File: config.mk
export PLATFORM = sky130hd
export DESIGN_NAME = watchdog_interval_timer
export DESIGN_NICKNAME = d
export VERILOG_FILES = /design/src/wdt_pkg.sv /design/src/watchdog_interval_timer.sv /design/src/wdt_prescaler.sv /design/src/wdt_pulse_timer.sv
export SDC_FILE = /design/constraint.sdc
export NUM_CORES = 1
export LEC_CHECK = 0
export BUFFER_PORTS_ARGS = -buffer_cell sky130_fd_sc_hd__buf_4
export CAP_MARGIN = 10
export CORE_ASPECT_RATIO = 1.1
export CORE_MARGIN = 2
export CORE_UTILIZATION = 45
export DETAILED_ROUTE_END_ITERATION = 16
export GPL_ROUTABILITY_DRIVEN = 0
export PLACE_DENSITY = 0.67
export SYNTH_ARGS = -nofsm -noshare
export SYNTH_HDL_FRONTEND = slang
export SYNTH_HIERARCHICAL = 1
export SYNTH_SLANG_ARGS = --single-unit
File: constraint.sdc
create_clock -name clk -period 3.9 [get_ports clk]
set_input_delay 0.975 -clock clk [delete_from_list [all_inputs] [get_ports clk]]
set_output_delay 0.975 -clock clk [all_outputs]
set_load 0.01 [all_outputs]
File: src/wdt_pkg.sv
// Constants shared by the watchdog/interval timer files.
// Assumes a byte-addressed CPU bus with 28-bit addresses.
package wdt_pkg;

  // ****************************************
  // Register addresses
  // ****************************************
  localparam logic [27:0] CTL_WR_ADDR = 28'h5ffffb8; // Shared counter / control write
  localparam logic [27:0] CTL_RD_ADDR = 28'h5ffffb8; // Control/status byte read
  localparam logic [27:0] CNT_RD_ADDR = 28'h5ffffb9; // Counter byte read
  localparam logic [27:0] RSC_WR_ADDR = 28'h5ffffba; // Reset control word write
  localparam logic [27:0] RSC_RD_ADDR = 28'h5ffffbb; // Reset control byte read

  // ****************************************
  // Access sizes and write keys
  // ****************************************
  localparam logic [1:0] SIZE_BYTE = 2'h0;   // Byte access
  localparam logic [1:0] SIZE_WORD = 2'h1;   // Word access
  localparam logic [1:0] SIZE_LONG = 2'h2;   // Longword access
  localparam logic [7:0] KEY_5A    = 8'h5a;  // Counter / reset-enable key
  localparam logic [7:0] KEY_A5    = 8'ha5;  // Control / flag-clear key

  // ****************************************
  // Field positions
  // ****************************************
  localparam int FLAG_BIT  = 7;   // Overflow flags in both registers
  localparam int MODE_BIT  = 6;   // Mode select
  localparam int RUN_BIT   = 5;   // Run enable
  localparam int REN_BIT   = 6;   // Chip reset enable
  localparam int RTYPE_BIT = 5;   // Reset type select
  localparam int CKS_MSB   = 2;   // Clock select field top

  // ****************************************
  // Reset values and reserved ones
  // ****************************************
  localparam logic [7:0] CTL_RESET = 8'h18; // Control/status after reset
  localparam logic [7:0] CNT_RESET = 8'h00; // Counter after reset
  localparam logic [7:0] RSC_RESET = 8'h1f; // Reset control after reset
  localparam logic [7:0] CTL_RSVD  = 8'h18; // Bits 4,3 read as one
  localparam logic [7:0] RSC_RSVD  = 8'h1f; // Bits 4..0 read as one

  // ****************************************
  // Timing counts in system clock cycles
  // ****************************************
  localparam int OVF_OUT_CYCLES   = 128; // External overflow pulse length
  localparam int CHIP_RST_CYCLES  = 512; // Internal chip reset length
  localparam int PRESCALE_WIDTH   = 13;  // Enough for divide by 8192

endpackage

File: src/watchdog_interval_timer.sv
// Eight-bit watchdog / interval timer with keyed word writes, byte reads.
// Assumes one system clock, rst as the external reset pin, and a
// standby level from the power controller.
//
// Overview of operation
// Counter increments on selected tick when enabled
// Wrap FF to 00 raises overflow or interrupt
// Counter cleared on reset or disable, kept in standby
// Flag, mode, enable cleared reset/standby; select reset only
// Interval flag set on wrap, interval mode only
// Interval flag cleared by read one, write zero
// Mode zero interrupts CPU, mode one drives output
// Disabled holds counter at zero, no events
// Reserved bits read back as one
// Clock select picks one of eight dividers
// Reset control set to 1F by pin, standby
// Watchdog flag set on wrap, watchdog mode only
// Watchdog flag cleared by read, write zero
// Enabled chip reset, else counter and control reset
// Type select: zero power-on, one manual reset
// Only word writes accepted, others ignored
// Reads are byte sized
// Shared write address, key picks counter or control
// Reset control keys: clear flag or load enables
// Overflow output 128 cycles, chip reset 512
// Counter write beats a coinciding increment
`timescale 1ns/1ps

module watchdog_interval_timer #(
  parameter int OVF_CYCLES = wdt_pkg::OVF_OUT_CYCLES,
  parameter int RST_CYCLES = wdt_pkg::CHIP_RST_CYCLES
) (
  // Clock and reset
  input  wire logic        clk,
  input  wire logic        rst,
  // Power control
  input  wire logic        standby,
  // CPU register bus
  input  wire logic [27:0] bus_addr,
  input  wire logic [1:0]  bus_size,
  input  wire logic        bus_wr,
  input  wire logic        bus_rd,
  input  wire logic [15:0] bus_wdata,
  output logic [7:0]       bus_rdata,
  // Events
  output logic             interval_irq,
  output logic             watchdog_overflow_out_n,
  output logic             chip_reset_out,
  output logic             chip_reset_manual
);

  // ****************************************
  // State
  // ****************************************
  typedef struct packed {
    logic [7:0] cnt;       // Tick counter
    logic       ovf;       // Interval overflow flag
    logic       mode;      // One for watchdog mode
    logic       run;       // Timer run enable
    logic [2:0] cks;       // Clock select field
    logic       wflag;     // Watchdog overflow flag
    logic       ren;       // Chip reset enable
    logic       rtype;     // Reset type select
    logic       ovf_arm;   // Interval flag seen as one
    logic       wflag_arm; // Watchdog flag seen as one
    logic [7:0] rdata;     // Read data latch
    logic       irq;       // Interrupt request level
    logic       rst_type;  // Type of last chip reset
  } wdt_s;

  wdt_s st_reg;   // Registered state
  wdt_s st_next;  // Next state

  logic       tick;         // Prescaled counter clock
  logic       word_wr;      // Accepted word write
  logic       cnt_wr;       // Keyed counter write
  logic       ctl_wr;       // Keyed control write
  logic       wclr_wr;      // Keyed flag clear write
  logic       rsten_wr;     // Keyed enable write
  logic       wrap;         // Counter wraps this cycle
  logic       wd_wrap;      // Wrap in watchdog mode
  logic       it_wrap;      // Wrap in interval mode
  logic [7:0] ctl_view;     // Control register as read
  logic [7:0] rsc_view;     // Reset control as read
  logic [7:0] key;          // Upper write byte
  logic [7:0] wbyte;        // Lower write byte
  logic       ovf_active;   // External overflow pulse
  logic       rst_active;   // Chip reset pulse

  // ****************************************
  // Prescaler and pulse generators
  // ****************************************
  wdt_prescaler #(
    .WIDTH (wdt_pkg::PRESCALE_WIDTH)
  ) u_prescaler (
    .clk                (clk),
    .rst                (rst),
    .clock_select_field (st_reg.cks),
    .tick               (tick)
  );

  wdt_pulse_timer #(
    .LENGTH (OVF_CYCLES)
  ) u_ovf_pulse (
    .clk    (clk),
    .rst    (rst),
    .start  (wd_wrap),
    .active (ovf_active)
  );

  wdt_pulse_timer #(
    .LENGTH (RST_CYCLES)
  ) u_rst_pulse (
    .clk    (clk),
    .rst    (rst),
    .start  (wd_wrap & st_reg.ren),
    .active (rst_active)
  );

  // ****************************************
  // Write decode
  // ****************************************
  // Only word writes with a valid key reach the registers
  always_comb begin
    key         = bus_wdata[15:8];
    wbyte       = bus_wdata[7:0];
    word_wr     = bus_wr & (bus_size == wdt_pkg::SIZE_WORD);
    cnt_wr      = word_wr & (bus_addr == wdt_pkg::CTL_WR_ADDR)
                  & (key == wdt_pkg::KEY_5A);
    ctl_wr      = word_wr & (bus_addr == wdt_pkg::CTL_WR_ADDR)
                  & (key == wdt_pkg::KEY_A5);
    wclr_wr     = word_wr & (bus_addr == wdt_pkg::RSC_WR_ADDR)
                  & (key == wdt_pkg::KEY_A5) & (wbyte == 8'h00);
    rsten_wr    = word_wr & (bus_addr == wdt_pkg::RSC_WR_ADDR)
                  & (key == wdt_pkg::KEY_5A);
  end

  // ****************************************
  // Overflow detection
  // ****************************************
  // A counter write in the same cycle cancels the increment
  always_comb begin
    wrap    = tick & st_reg.run & ~standby & ~cnt_wr
              & (st_reg.cnt == 8'hff);
    wd_wrap = wrap & st_reg.mode;
    it_wrap = wrap & ~st_reg.mode;
  end

  // ****************************************
  // Read views
  // ****************************************
  // Reserved bits always show as one
  always_comb begin
    ctl_view                     = wdt_pkg::CTL_RSVD;
    ctl_view[wdt_pkg::FLAG_BIT]  = st_reg.ovf;
    ctl_view[wdt_pkg::MODE_BIT]  = st_reg.mode;
    ctl_view[wdt_pkg::RUN_BIT]   = st_reg.run;
    ctl_view[wdt_pkg::CKS_MSB:0] = st_reg.cks;
    rsc_view                      = wdt_pkg::RSC_RSVD;
    rsc_view[wdt_pkg::FLAG_BIT]   = st_reg.wflag;
    rsc_view[wdt_pkg::REN_BIT]    = st_reg.ren;
    rsc_view[wdt_pkg::RTYPE_BIT]  = st_reg.rtype;
  end

  // ****************************************
  // Next-state logic
  // ****************************************
  always_comb begin
    st_next = st_reg;

    // Byte reads latch data; reading a set flag arms its clear
    if (bus_rd) begin
      case (bus_addr)
        wdt_pkg::CTL_RD_ADDR: begin
          st_next.rdata = ctl_view;
          if (st_reg.ovf) begin
            st_next.ovf_arm = 1'b1;
          end
        end
        wdt_pkg::CNT_RD_ADDR: begin
          st_next.rdata = st_reg.cnt;
        end
        wdt_pkg::RSC_RD_ADDR: begin
          st_next.rdata = rsc_view;
          if (st_reg.wflag) begin
            st_next.wflag_arm = 1'b1;
          end
        end
        default: begin
          st_next.rdata = 8'h00;                   // Unmapped read
        end
      endcase
    end

    // Counter: write first, else count
    if (cnt_wr) begin
      st_next.cnt = wbyte;
    end else if (tick & st_reg.run & ~standby) begin
      st_next.cnt = st_reg.cnt + 8'h01;
    end

    // Control register keyed write; flag takes only a zero
    if (ctl_wr) begin
      st_next.mode = wbyte[wdt_pkg::MODE_BIT];
      st_next.run  = wbyte[wdt_pkg::RUN_BIT];
      st_next.cks  = wbyte[wdt_pkg::CKS_MSB:0];
      if (~wbyte[wdt_pkg::FLAG_BIT] & st_reg.ovf_arm) begin
        st_next.ovf     = 1'b0;
        st_next.ovf_arm = 1'b0;
      end
    end

    // Reset control keyed writes
    if (wclr_wr & st_reg.wflag_arm) begin
      st_next.wflag     = 1'b0;
      st_next.wflag_arm = 1'b0;
    end
    if (rsten_wr) begin
      st_next.ren   = wbyte[wdt_pkg::REN_BIT];
      st_next.rtype = wbyte[wdt_pkg::RTYPE_BIT];
    end

    // Interval wrap sets its flag; set beats clear
    if (it_wrap) begin
      st_next.ovf = 1'b1;
    end

    // Watchdog wrap: flag, reset type, counter and control reset
    if (wd_wrap) begin
      st_next.wflag = 1'b1;
      if (st_reg.ren) begin
        st_next.rst_type = st_reg.rtype;
      end
      st_next.cnt     = wdt_pkg::CNT_RESET;
      st_next.ovf     = 1'b0;
      st_next.mode    = 1'b0;
      st_next.run     = 1'b0;
      st_next.cks     = wdt_pkg::CTL_RESET[wdt_pkg::CKS_MSB:0];
      st_next.ovf_arm = 1'b0;
    end

    // Disabled timer holds the counter at zero
    if (~st_next.run & ~standby) begin
      st_next.cnt = wdt_pkg::CNT_RESET;
    end

    // Standby clears flags and enables, keeps counter and select
    if (standby) begin
      st_next.cnt       = st_reg.cnt;
      st_next.ovf       = 1'b0;
      st_next.mode      = 1'b0;
      st_next.run       = 1'b0;
      st_next.cks       = st_reg.cks;
      st_next.wflag     = 1'b0;
      st_next.ren       = 1'b0;
      st_next.rtype     = 1'b0;
      st_next.ovf_arm   = 1'b0;
      st_next.wflag_arm = 1'b0;
    end

    // Interrupt follows the interval flag
    st_next.irq = st_next.ovf;
  end

  // ****************************************
  // State register
  // ****************************************
  // External reset pin restores every documented initial value
  always_ff @(posedge clk or posedge rst) begin
    if (rst) begin
      st_reg          <= '0;
      st_reg.cnt      <= wdt_pkg::CNT_RESET;
      st_reg.cks      <= wdt_pkg::CTL_RESET[wdt_pkg::CKS_MSB:0];
      st_reg.wflag    <= wdt_pkg::RSC_RESET[wdt_pkg::FLAG_BIT];
      st_reg.ren      <= wdt_pkg::RSC_RESET[wdt_pkg::REN_BIT];
      st_reg.rtype    <= wdt_pkg::RSC_RESET[wdt_pkg::RTYPE_BIT];
    end else begin
      st_reg <= st_next;
    end
  end

  // ****************************************
  // Outputs
  // ****************************************
  assign bus_rdata               = st_reg.rdata;
  assign interval_irq            = st_reg.irq;
  assign watchdog_overflow_out_n = ~ovf_active;
  assign chip_reset_out          = rst_active;
  assign chip_reset_manual       = st_reg.rst_type;

endmodule // watchdog_interval_timer

File: src/wdt_prescaler.sv
// Free-running system clock prescaler giving one tick per selected period.
// Assumes a single clock domain; selection comes from the control register.
`timescale 1ns/1ps

module wdt_prescaler #(
  parameter int WIDTH = wdt_pkg::PRESCALE_WIDTH
) (
  // Clock and reset
  input  wire logic       clk,
  input  wire logic       rst,
  // Divider selection
  input  wire logic [2:0] clock_select_field,
  // Counter clock pulse
  output logic            tick
);

  // ****************************************
  // State
  // ****************************************
  typedef struct packed {
    logic [WIDTH-1:0] cnt;  // Free-running divider
    logic             tick; // One-cycle tick
  } pre_s;

  pre_s st_reg;   // Registered state
  pre_s st_next;  // Next state

  // Low-bit mask whose all-ones marks the end of one period
  function automatic logic [WIDTH-1:0] period_mask(input logic [2:0] sel);
    case (sel)
      3'h0:    period_mask = WIDTH'(13'h0001);   // Divide by 2
      3'h1:    period_mask = WIDTH'(13'h003f);   // Divide by 64
      3'h2:    period_mask = WIDTH'(13'h007f);   // Divide by 128
      3'h3:    period_mask = WIDTH'(13'h00ff);   // Divide by 256
      3'h4:    period_mask = WIDTH'(13'h01ff);   // Divide by 512
      3'h5:    period_mask = WIDTH'(13'h03ff);   // Divide by 1024
      3'h6:    period_mask = WIDTH'(13'h0fff);   // Divide by 4096
      default: period_mask = WIDTH'(13'h1fff);   // Divide by 8192
    endcase
  endfunction

  // Next-state logic
  always_comb begin
    st_next      = st_reg;
    st_next.cnt  = st_reg.cnt + WIDTH'(1);
    st_next.tick = (st_reg.cnt & period_mask(clock_select_field))
                   == period_mask(clock_select_field);
  end

  // State register
  always_ff @(posedge clk or posedge rst) begin
    if (rst) begin
      st_reg <= '0;
    end else begin
      st_reg <= st_next;
    end
  end

  assign tick = st_reg.tick;

endmodule // wdt_prescaler

File: src/wdt_pulse_timer.sv
// Fixed-length pulse generator, retriggered by a one-cycle start.
// Assumes start comes from logic on the same clock.
`timescale 1ns/1ps

module wdt_pulse_timer #(
  parameter int LENGTH = 128
) (
  // Clock and reset
  input  wire logic clk,
  input  wire logic rst,
  // Trigger and pulse
  input  wire logic start,
  output logic      active
);

  localparam int CW = $clog2(LENGTH) + 1; // Counter width

  // ****************************************
  // State
  // ****************************************
  typedef struct packed {
    logic [CW-1:0] cnt;    // Cycles left after this one
    logic          active; // Pulse level
  } pulse_s;

  pulse_s st_reg;   // Registered state
  pulse_s st_next;  // Next state

  // Load on start, count down, drop after the last cycle
  always_comb begin
    st_next = st_reg;
    if (start) begin
      st_next.cnt    = CW'(LENGTH - 1);
      st_next.active = 1'b1;
    end else if (st_reg.cnt != '0) begin
      st_next.cnt = st_reg.cnt - CW'(1);
    end else begin
      st_next.active = 1'b0;
    end
  end

  // State register
  always_ff @(posedge clk or posedge rst) begin
    if (rst) begin
      st_reg <= '0;
    end else begin
      st_reg <= st_next;
    end
  end

  assign active = st_reg.active;

endmodule // wdt_pulse_timer
==> reports/metrics.yaml, run 1 <==
status:
  outcome: "finished clean"
critical_path:
  cp.arrival_ns: 2.96
  max_stage_delay_ns: 0.80
  r2r-end: "u_rst_pulse/st_reg[10]"
  crit_required_ns: 4.13
  r2r-start: "st_reg[21]"
  cp-start-kind: "primary input"
  worstRegToRegCells: 7
  path_max_fanout: 16
  critical_path_class: "primary input to flip-flop"
  slowest_stage: "nor2_1"
  end_kind: "flip-flop"
  reg2reg_slack_ns: 1.31
  path_cells: "buf_4, nand4_1, nor4_4, nand2_1, o21ai_2, nor2_1, nor3_1, mux2_2"
finish:
  largest_register_ffs: 13
  n_fill_cell: 722
  diodes: 0
  drive_gt1_share_pct: 23.8
  layout.area.seq_um2: 1550
  multi_input_area_um2: 1880
  area_growth_pct: 18.2
  finalNonFillerCells: 545
  nets: 487
clocking:
  clkSinkCount: 62
  h-tree-depth: 3
  root_buffer: "clkbuf_8"
  clk_pin_slew_worst_paths_ns: 0.07
  clk_latency_ns: 0.34
  cts_tree: "done"
  cts_resized: 0
  clk_path_buf_depth: 2
  ctsHoldBuffers: 0
  numCtsBuffers: 9
  post_cts_buffers: 0
timing:
  setup_tns_ns: 0
  skew_ns: 0.0116
  fmax_mhz: 366
  worst_pin_slew_ns: 1.09
  post-route-period-util_pct: 70.1
  rsz0062_at_grt: "false"
  finalHoldViolations: 0
  slew_headroom_pct: 26.9
  slew_violations: 0
  min_period_ns: 2.73
  setup_viol: 0
yosys:
  synth_warnings: 6
  yosysMostFrequentCell: "dfrtp_1"
  synth_top_cell_by_area: "dfrtp_1"
  synth-edff-count: 0
  synthCells: 382
  yosys-top-cells-area: "dfrtp_1 42%, mux2i_1 3.5%, a21oi_1 2.7%, inv_1 2.6%, nand4_1 2.6%"
  syn_area_um2: 3670
  ys.flop_type: "dfrtp_1"
  yosysSeqAreaShare_pct: 42.3
  netlist.area_leader.share_pct: 42.3
  synth_commonest_cells: "62 x dfrtp_1, 25 x inv_1, 22 x nor2_1, 20 x a21oi_1, 20 x nand2_1"
  ys_ff_latch: 62
  syn_avg_cell_area_um2: 9.60
  syn_nets: 437
  yosysUniqueCellTypes: 69
  async_reset_ff_share_pct: 100
pwr:
  cellLeakagePower_uw: 0.00198
  pwr-share-seq_pct: 45.9
  swShare_pct: 32.2
  vdd_drop_max_v: 0.000160
  power.density_nw_per_um2: 434
  switchingPower_uw: 605
  p_comb_share_pct: 23.6
  intPower_uw: 1270
  clock_power_share_pct: 30.5
detailed_routing:
  ant_nets: 0
  wl_per_cell_um: 15.4
  drtIter0Drc: 180
  via_per_inst: 5.67
  drtPass1Iterations: 5
  vias: 3090
  wl_mm: 8.41
  drc_errors: 0
floorplan:
  num_rows: 34
  dieArea_um2: 8890
  core_area_um2: 7910
  start_util_pct: 46.3
  ios: 63
  die_y_um: 98.7
  die_w_um: 90.1
grt:
  busiest_layer: "met2"
  grt_max_degree: 29
  grt_use_met3_pct: 3.67
  grt_pass1_wl_mm: 14.4
  met1_usage_pct: 26.4
  gr-usage-all-layers_pct: 19.9
  grt.overflow.total: 0
  antenna_found_initial: 0
  grt_pass1_vias: 3018
  use_met2_pct: 32.2
placed_design:
  io_buffers: 62
  dp.cells: 529
  dpl.hpwl_mm: 6.17
min_path:
  hold-path-cell-count: 1
  whs_endpoint: "u_prescaler/st_reg[1]"
  min_path_type: "flip-flop to flip-flop"
  worstHoldStart: "u_prescaler/st_reg[1]"
job:
  drv_cap: 0
## stage by stage
step | area [um^2] | hold WS, ns | power, uW | util (%) | setup slack (ns)
2_1_floorplan | 3670 | 0.433 | 1200 | - | 1.37
3_3_place_gp | 4130 | 0.461 | 1300 | 52.2 | 0.933
3_5_place_dp | 4130 | 0.452 | 1320 | 52.2 | 0.804
4_1_cts | 4330 | 0.478 | 1890 | 54.8 | 1.18
5_1_grt | 4330 | 0.508 | 2000 | 54.8 | 0.960
6_report | 4330 | 0.472 | 1880 | 54.8 | 1.17
## power groups by stage
stage          clock (uW)  combinational [uW]  sequential [uW]
6_report              573                 444              862
5_1_grt               610                 504              887
3_5_place_dp            0                 444              874
4_1_cts               584                 449              862
2_1_floorplan           0                 358              839
3_3_place_gp            0                 433              868
## worst max-delay path: cells and delay by family
kind                   cells  cell delay (ns)
and+or+nand+nor            5             1.39
muxes                      1             0.30
AOI/OAI and AO/OA          1             0.18
buffers and inverters      1             0.11
## layout by cell type, fill, tap and decap left out, drive strengths merged, types with 5 or more instances in the layout
cell type  count
inv           25
buf           63
nor2          23
nand4         16
mux2           6
nor2b          5
nor3          16
a21oi         20
xor2           5
mux2i         13
nand2         20
xnor2          8
and3           8
clkbuf        10
nand4b         5
nand3         19
dfrtp         62
nor3b          5
nor4           6
o21ai         21
or3            5
## per-layer routing
layer | routed length (um) | vias to the layer above | part of all wire [%]
li1 | - | 1516 | -
met1 | 3770 | 1474 | 45
met2 | 4090 | 87 | 49
met3 | 396 | 13 | 4.7
met4 | 148 | 0 | 1.8
met5 | 0 | - | 0
## kinds of logic after synthesis
family / Yosys count / synth area share [%]
xor+xnor: 13 / 3.10
flops: 62 / 42.3
compound gates: 81 / 15.6
simple gates: 154 / 25.9
fa+ha+maj: 4 / 1.36
mux: 19 / 5.39
buf+inv: 49 / 6.41
## worst max path at each step
stage | start | endpoint | cells past startpoint
final | bus_addr[12] | u_rst_pulse/st_reg[10] | 8
after global routing | bus_addr[9] | u_rst_pulse/st_reg[10] | 8
after CTS | bus_addr[13] | u_rst_pulse/st_reg[8] | 7
after detailed placement | bus_addr[12] | u_rst_pulse/st_reg[10] | 8
after global placement | bus_addr[12] | u_rst_pulse/st_reg[10] | 8
after floorplan | bus_addr[13] | u_rst_pulse/st_reg[7] | 7
## area by class of cell
class | instances | area share [%]
sequential | 62 | 35.8
inverter | 25 | 2.17
clock inverter | 6 | 1.41
tap | 108 | 3.12
timing repair buffer | 63 | 10.9
clock buffer | 10 | 3.18
multi-input combinational | 271 | 43.4
Power figures use the tool's default switching activity.
==> run 2, diff against run 1 <==
- PLACE_DENSITY: 0.67 -> 0.7
- clock period: 3.9 -> 2.46 ns (I/O delays scaled with it)
==> run 2 against run 1 <==
  * Global-route usage is 0.48 points higher
  * Clock-buffer cell count is 3 higher
  * Clock skew is 0.0034 ns lower
  * Cell count is 2.6% higher
  * Combinational power is 64% higher
==> reports/metrics.yaml, run 2 (synthesized netlist as in run 1, its figures left out) <==
status:
  outcome: "finished clean"
floorplan:
  die_w_um: 90.1
  start_util_pct: 46.3
  core_area_um2: 7910
  die_y_um: 98.7
  ios: 63
  num_rows: 34
  dieArea_um2: 8890
finish:
  finalNonFillerCells: 559
  layout_commonest_cell: "buf_4"
  area_growth_pct: 20.4
  diodes: 0
  final_cell_mix: "77 x buf_4, 62 x dfrtp_1, 25 x inv_1"
  nets: 501
  finalInstanceArea_um2: 4420
  largest_register_ffs: 13
  drive_gt1_share_pct: 25.7
detailed_routing:
  via_per_inst: 5.58
  drtIter0Drc: 145
  wl_per_cell_um: 15.2
  drtPass1Iterations: 5
  ant_nets: 0
  drc_errors: 0
  vias: 3121
  wl_mm: 8.52
clocking:
  numCtsBuffers: 9
  h-tree-depth: 3
  cts_resized: 0
  root_buffer: "clkbuf_8"
  clk_pin_slew_worst_paths_ns: 0.07
  cts_tree: "done"
  clk_path_buf_depth: 2
  post_cts_buffers: 0
  clk_latency_ns: 0.33
  clkSinkCount: 62
  ctsHoldBuffers: 0
timing:
  worst_pin_slew_ns: 0.616
  setup_viol: 0
  setup_tns_ns: 0
  post-route-period-util_pct: 88.2
  min_period_ns: 2.17
  slew_violations: 0
  rsz0062_at_grt: "false"
  slew_headroom_pct: 58.8
  skew_ns: 0.00814
  final.setup.worst_slack_ns: 0.289
  fmax_mhz: 461
  finalHoldViolations: 0
pwr:
  vdd_drop_max_v: 0.000232
  switchingPower_uw: 930
  swShare_pct: 32.1
  intPower_uw: 1960
  power.density_nw_per_um2: 655
  cellLeakagePower_uw: 0.00204
  clock_power_share_pct: 27.5
  pwr-share-seq_pct: 47.4
  p_comb_share_pct: 25.1
placed_design:
  dpl.hpwl_mm: 6.50
  dp.cells: 543
  placed_area_um2: 4240
  pre_cts_ws_ns: 0.204
  io_buffers: 62
grt:
  use_met2_pct: 33.5
  grt_use_met3_pct: 3.90
  busiest_layer: "met2"
  grt.overflow.total: 0
  met1_usage_pct: 27.0
  grt_pass1_vias: 3104
  gr-usage-all-layers_pct: 20.4
  grt_pass1_wl_mm: 14.8
  antenna_found_initial: 0
  grt_max_degree: 29
critical_path:
  path_max_fanout: 9
  worstRegToRegCells: 8
  critical_path_class: "flip-flop to flip-flop"
  end_kind: "flip-flop"
  crit_required_ns: 2.71
  cp-start-kind: "flip-flop"
  cp.arrival_ns: 2.42
min_path:
  min_path_type: "primary input to asynchronous set/reset pin"
job:
  drv_cap: 0
## run 2: cell types whose count changed in the layout (fill, tap and decap cells not counted), sizes merged
cell      previous run  this run
buf                 63        77
clkbuf              10        13
bufinv               1         0
clkinv               4         3
clkinvlp             1         0
## run 2: final cells by class
class	instances	area, um^2
Inverter	25	93.8
Multi-Input combinational cell	271	1880
Fill cell	750	3500
Tap cell	108	135
Timing Repair Buffer	77	578
Clock buffer	13	159
Sequential cell	62	1550
Clock inverter	3	18.8
## run 2: worst paths after layout
kind	start	slack, ns	endpoint
max reg2reg	st_reg[21]	0.29	u_rst_pulse/st_reg[1]
min	rst	0.27	u_ovf_pulse/st_reg[2]
max in group asynchronous	rst	1.76	u_prescaler/tick
min reg2reg	u_prescaler/st_reg[1]	0.48	u_prescaler/st_reg[1]
min in group clk	u_prescaler/st_reg[1]	0.48	u_prescaler/st_reg[1]
max	st_reg[21]	0.29	u_rst_pulse/st_reg[1]
## run 2: power by group through the flow
stage	combinational (uW)	clock [uW]	sequential, uW
after floorplan	567	0	1330
after global routing	816	882	1400
after global placement	704	0	1370
after detailed placement	729	0	1390
after CTS	731	823	1370
final	727	795	1370
## run 2: per-layer routing
layer,vias up,wire length (um)
li1,1536,-
met1,1500,3790
met2,74,4300
met3,11,314
met4,0,117
met5,-,0
## run 2: worst max-delay path: stages, from the launching register on
cell and delay, ns:
dfrtp_1 0.42, ha_1 0.25, nand4_1 0.11, nor4_1 0.32, o21ai_2 0.11, nor2_1 0.42
buf_4 0.26, nor2_1 0.06, mux2i_1 0.15
## run 2: through the flow
| stage | util (%) | hold WS, ns | total power (uW) |
|---|---|---|---|
| after floorplan | - | 0.433 | 1900 |
| after global placement | 53.6 | 0.450 | 2080 |
| after detailed placement | 53.6 | 0.469 | 2120 |
| after CTS | 55.8 | 0.275 | 2920 |
| after global routing | 55.8 | 0.287 | 3100 |
| final | 55.8 | 0.272 | 2890 |
==> run 3, diff against run 2 <==
- REMOVE_ABC_BUFFERS: unset -> 1
==> run 3 against run 2 <==
  * Sequential power barely moved
  * Combinational power barely moved
  * Clock power rose by 10%
  * Die area did not move
  * Critical path type unchanged
==> reports/metrics.yaml, run 3 (synthesized netlist as in run 1, its figures left out) <==
status:
  outcome: "finished clean"
pwr:
  vdd_drop_max_v: 0.000438
  power.density_nw_per_um2: 671
  cellLeakagePower_uw: 0.00204
placed_design:
  placed_area_um2: 4240
  dpl.hpwl_mm: 6.71
  dp.cells: 543
  io_buffers: 62
job:
  drv_cap: 0
grt:
  grt.overflow.total: 0
  gr-usage-all-layers_pct: 21.3
  grt_pass1_wl_mm: 15.3
  grt_pass1_vias: 3156
  grt_max_degree: 28
  antenna_found_initial: 0
timing:
  post-route-period-util_pct: 87.5
  finalHoldViolations: 0
  setup_viol: 0
  worst_pin_slew_ns: 0.679
  min_period_ns: 2.15
  fmax_mhz: 465
  slew_violations: 0
  rsz0062_at_grt: "false"
  slew_headroom_pct: 54.6
  setup_tns_ns: 0
  skew_ns: 0.00952
finish:
  n_fill_cell: 740
  finalInstanceArea_um2: 4430
  diodes: 0
  drive_gt1_share_pct: 26.0
  nets: 501
  area_growth_pct: 20.8
  layout_commonest_cell: "buf_4"
  largest_register_ffs: 13
  final_cell_mix: "77 x buf_4, 62 x dfrtp_1, 25 x inv_1"
  finalNonFillerCells: 558
critical_path:
  crit_required_ns: 2.68
  cpLargestDelayFamily: "simple AND/OR/NAND/NOR gates"
  end_kind: "flip-flop"
  path_cells: "ha_1, nand4_1, nor4_1, o21ai_2, nor2_2, nor3_1, mux2_2"
  cp-start-kind: "flip-flop"
  critical_path_class: "flip-flop to flip-flop"
  slowest_stage: "dfrtp_1"
  cp.arrival_ns: 2.38
  critPathBufInv: 0
  max_stage_delay_ns: 0.40
  path_max_fanout: 10
floorplan:
  dieArea_um2: 8890
  die_y_um: 98.7
  core_area_um2: 7910
  die_w_um: 90.1
  num_rows: 34
  start_util_pct: 46.3
  ios: 63
detailed_routing:
  drc_errors: 0
  drtPass1Iterations: 4
  drtIter0Drc: 151
  vias: 3178
  wl_mm: 8.90
  ant_nets: 0
  via_per_inst: 5.70
  wl_per_cell_um: 16.0
clocking:
  root_buffer: "clkbuf_8"
  clkSinkCount: 62
  ctsHoldBuffers: 0
  numCtsBuffers: 9
  post_cts_buffers: 0
  h-tree-depth: 3
  cts_resized: 0
  clk_pin_slew_worst_paths_ns: 0.07
  cts_tree: "done"
  clk_latency_ns: 0.34
  clk_path_buf_depth: 2
min_path:
  min_path_type: "primary input to asynchronous set/reset pin"
## run 3: stage by stage
step	hold slack (ns)	worst slack [ns]	total power [uW]	util, %
2_1_floorplan	0.433	0.247	1850	-
3_3_place_gp	0.446	0.0461	2070	53.6
3_5_place_dp	0.447	-0.00105	2120	53.6
4_1_cts	0.133	0.0999	3000	56.0
5_1_grt	0.141	0.144	3150	56.0
6_report	0.150	0.308	2970	56.0
## run 3: area by class of cell
class	count	area [um^2]	share of cell area, %
flip-flops and latches	62	1550	35.0
well taps	108	135	3.05
inverters	25	93.8	2.12
clock buffers	11	141	3.19
multi-input cells	271	1880	42.5
clock inverters	4	47.5	1.07
repair buffers	77	578	13.0
## run 3: final timing paths
path | from | end | slack [ns] | cells after the start
setup / recovery | st_reg[21] | u_rst_pulse/st_reg[10] | 0.31 | 7
hold / removal | rst | chip_reset_manual | 0.15 | 2
setup reg to reg | st_reg[21] | u_rst_pulse/st_reg[10] | 0.31 | 7
hold reg to reg | u_prescaler/st_reg[13] | u_prescaler/st_reg[13] | 0.46 | 1
max in group asynchronous | rst | u_prescaler/st_reg[13] | 1.72 | 2
min in group clk | u_prescaler/st_reg[13] | u_prescaler/st_reg[13] | 0.46 | 1
## run 3: power breakdown
group / internal, uW / total, uW / switching (uW)
combinational: 361 / 725 / 364
sequential: 1180 / 1370 / 192
clock: 487 / 878 / 391
total: 2020 / 2970 / 947
## run 3: layer usage
metal / track usage (%) / up-vias / wire [um]
li1: - / 1522 / -
met2: 35.0 / 91 / 4420
met5: 0 / - / 0
met1: 28.3 / 1550 / 3950
met3: 3.52 / 15 / 411
met4: 8.76 / 0 / 121
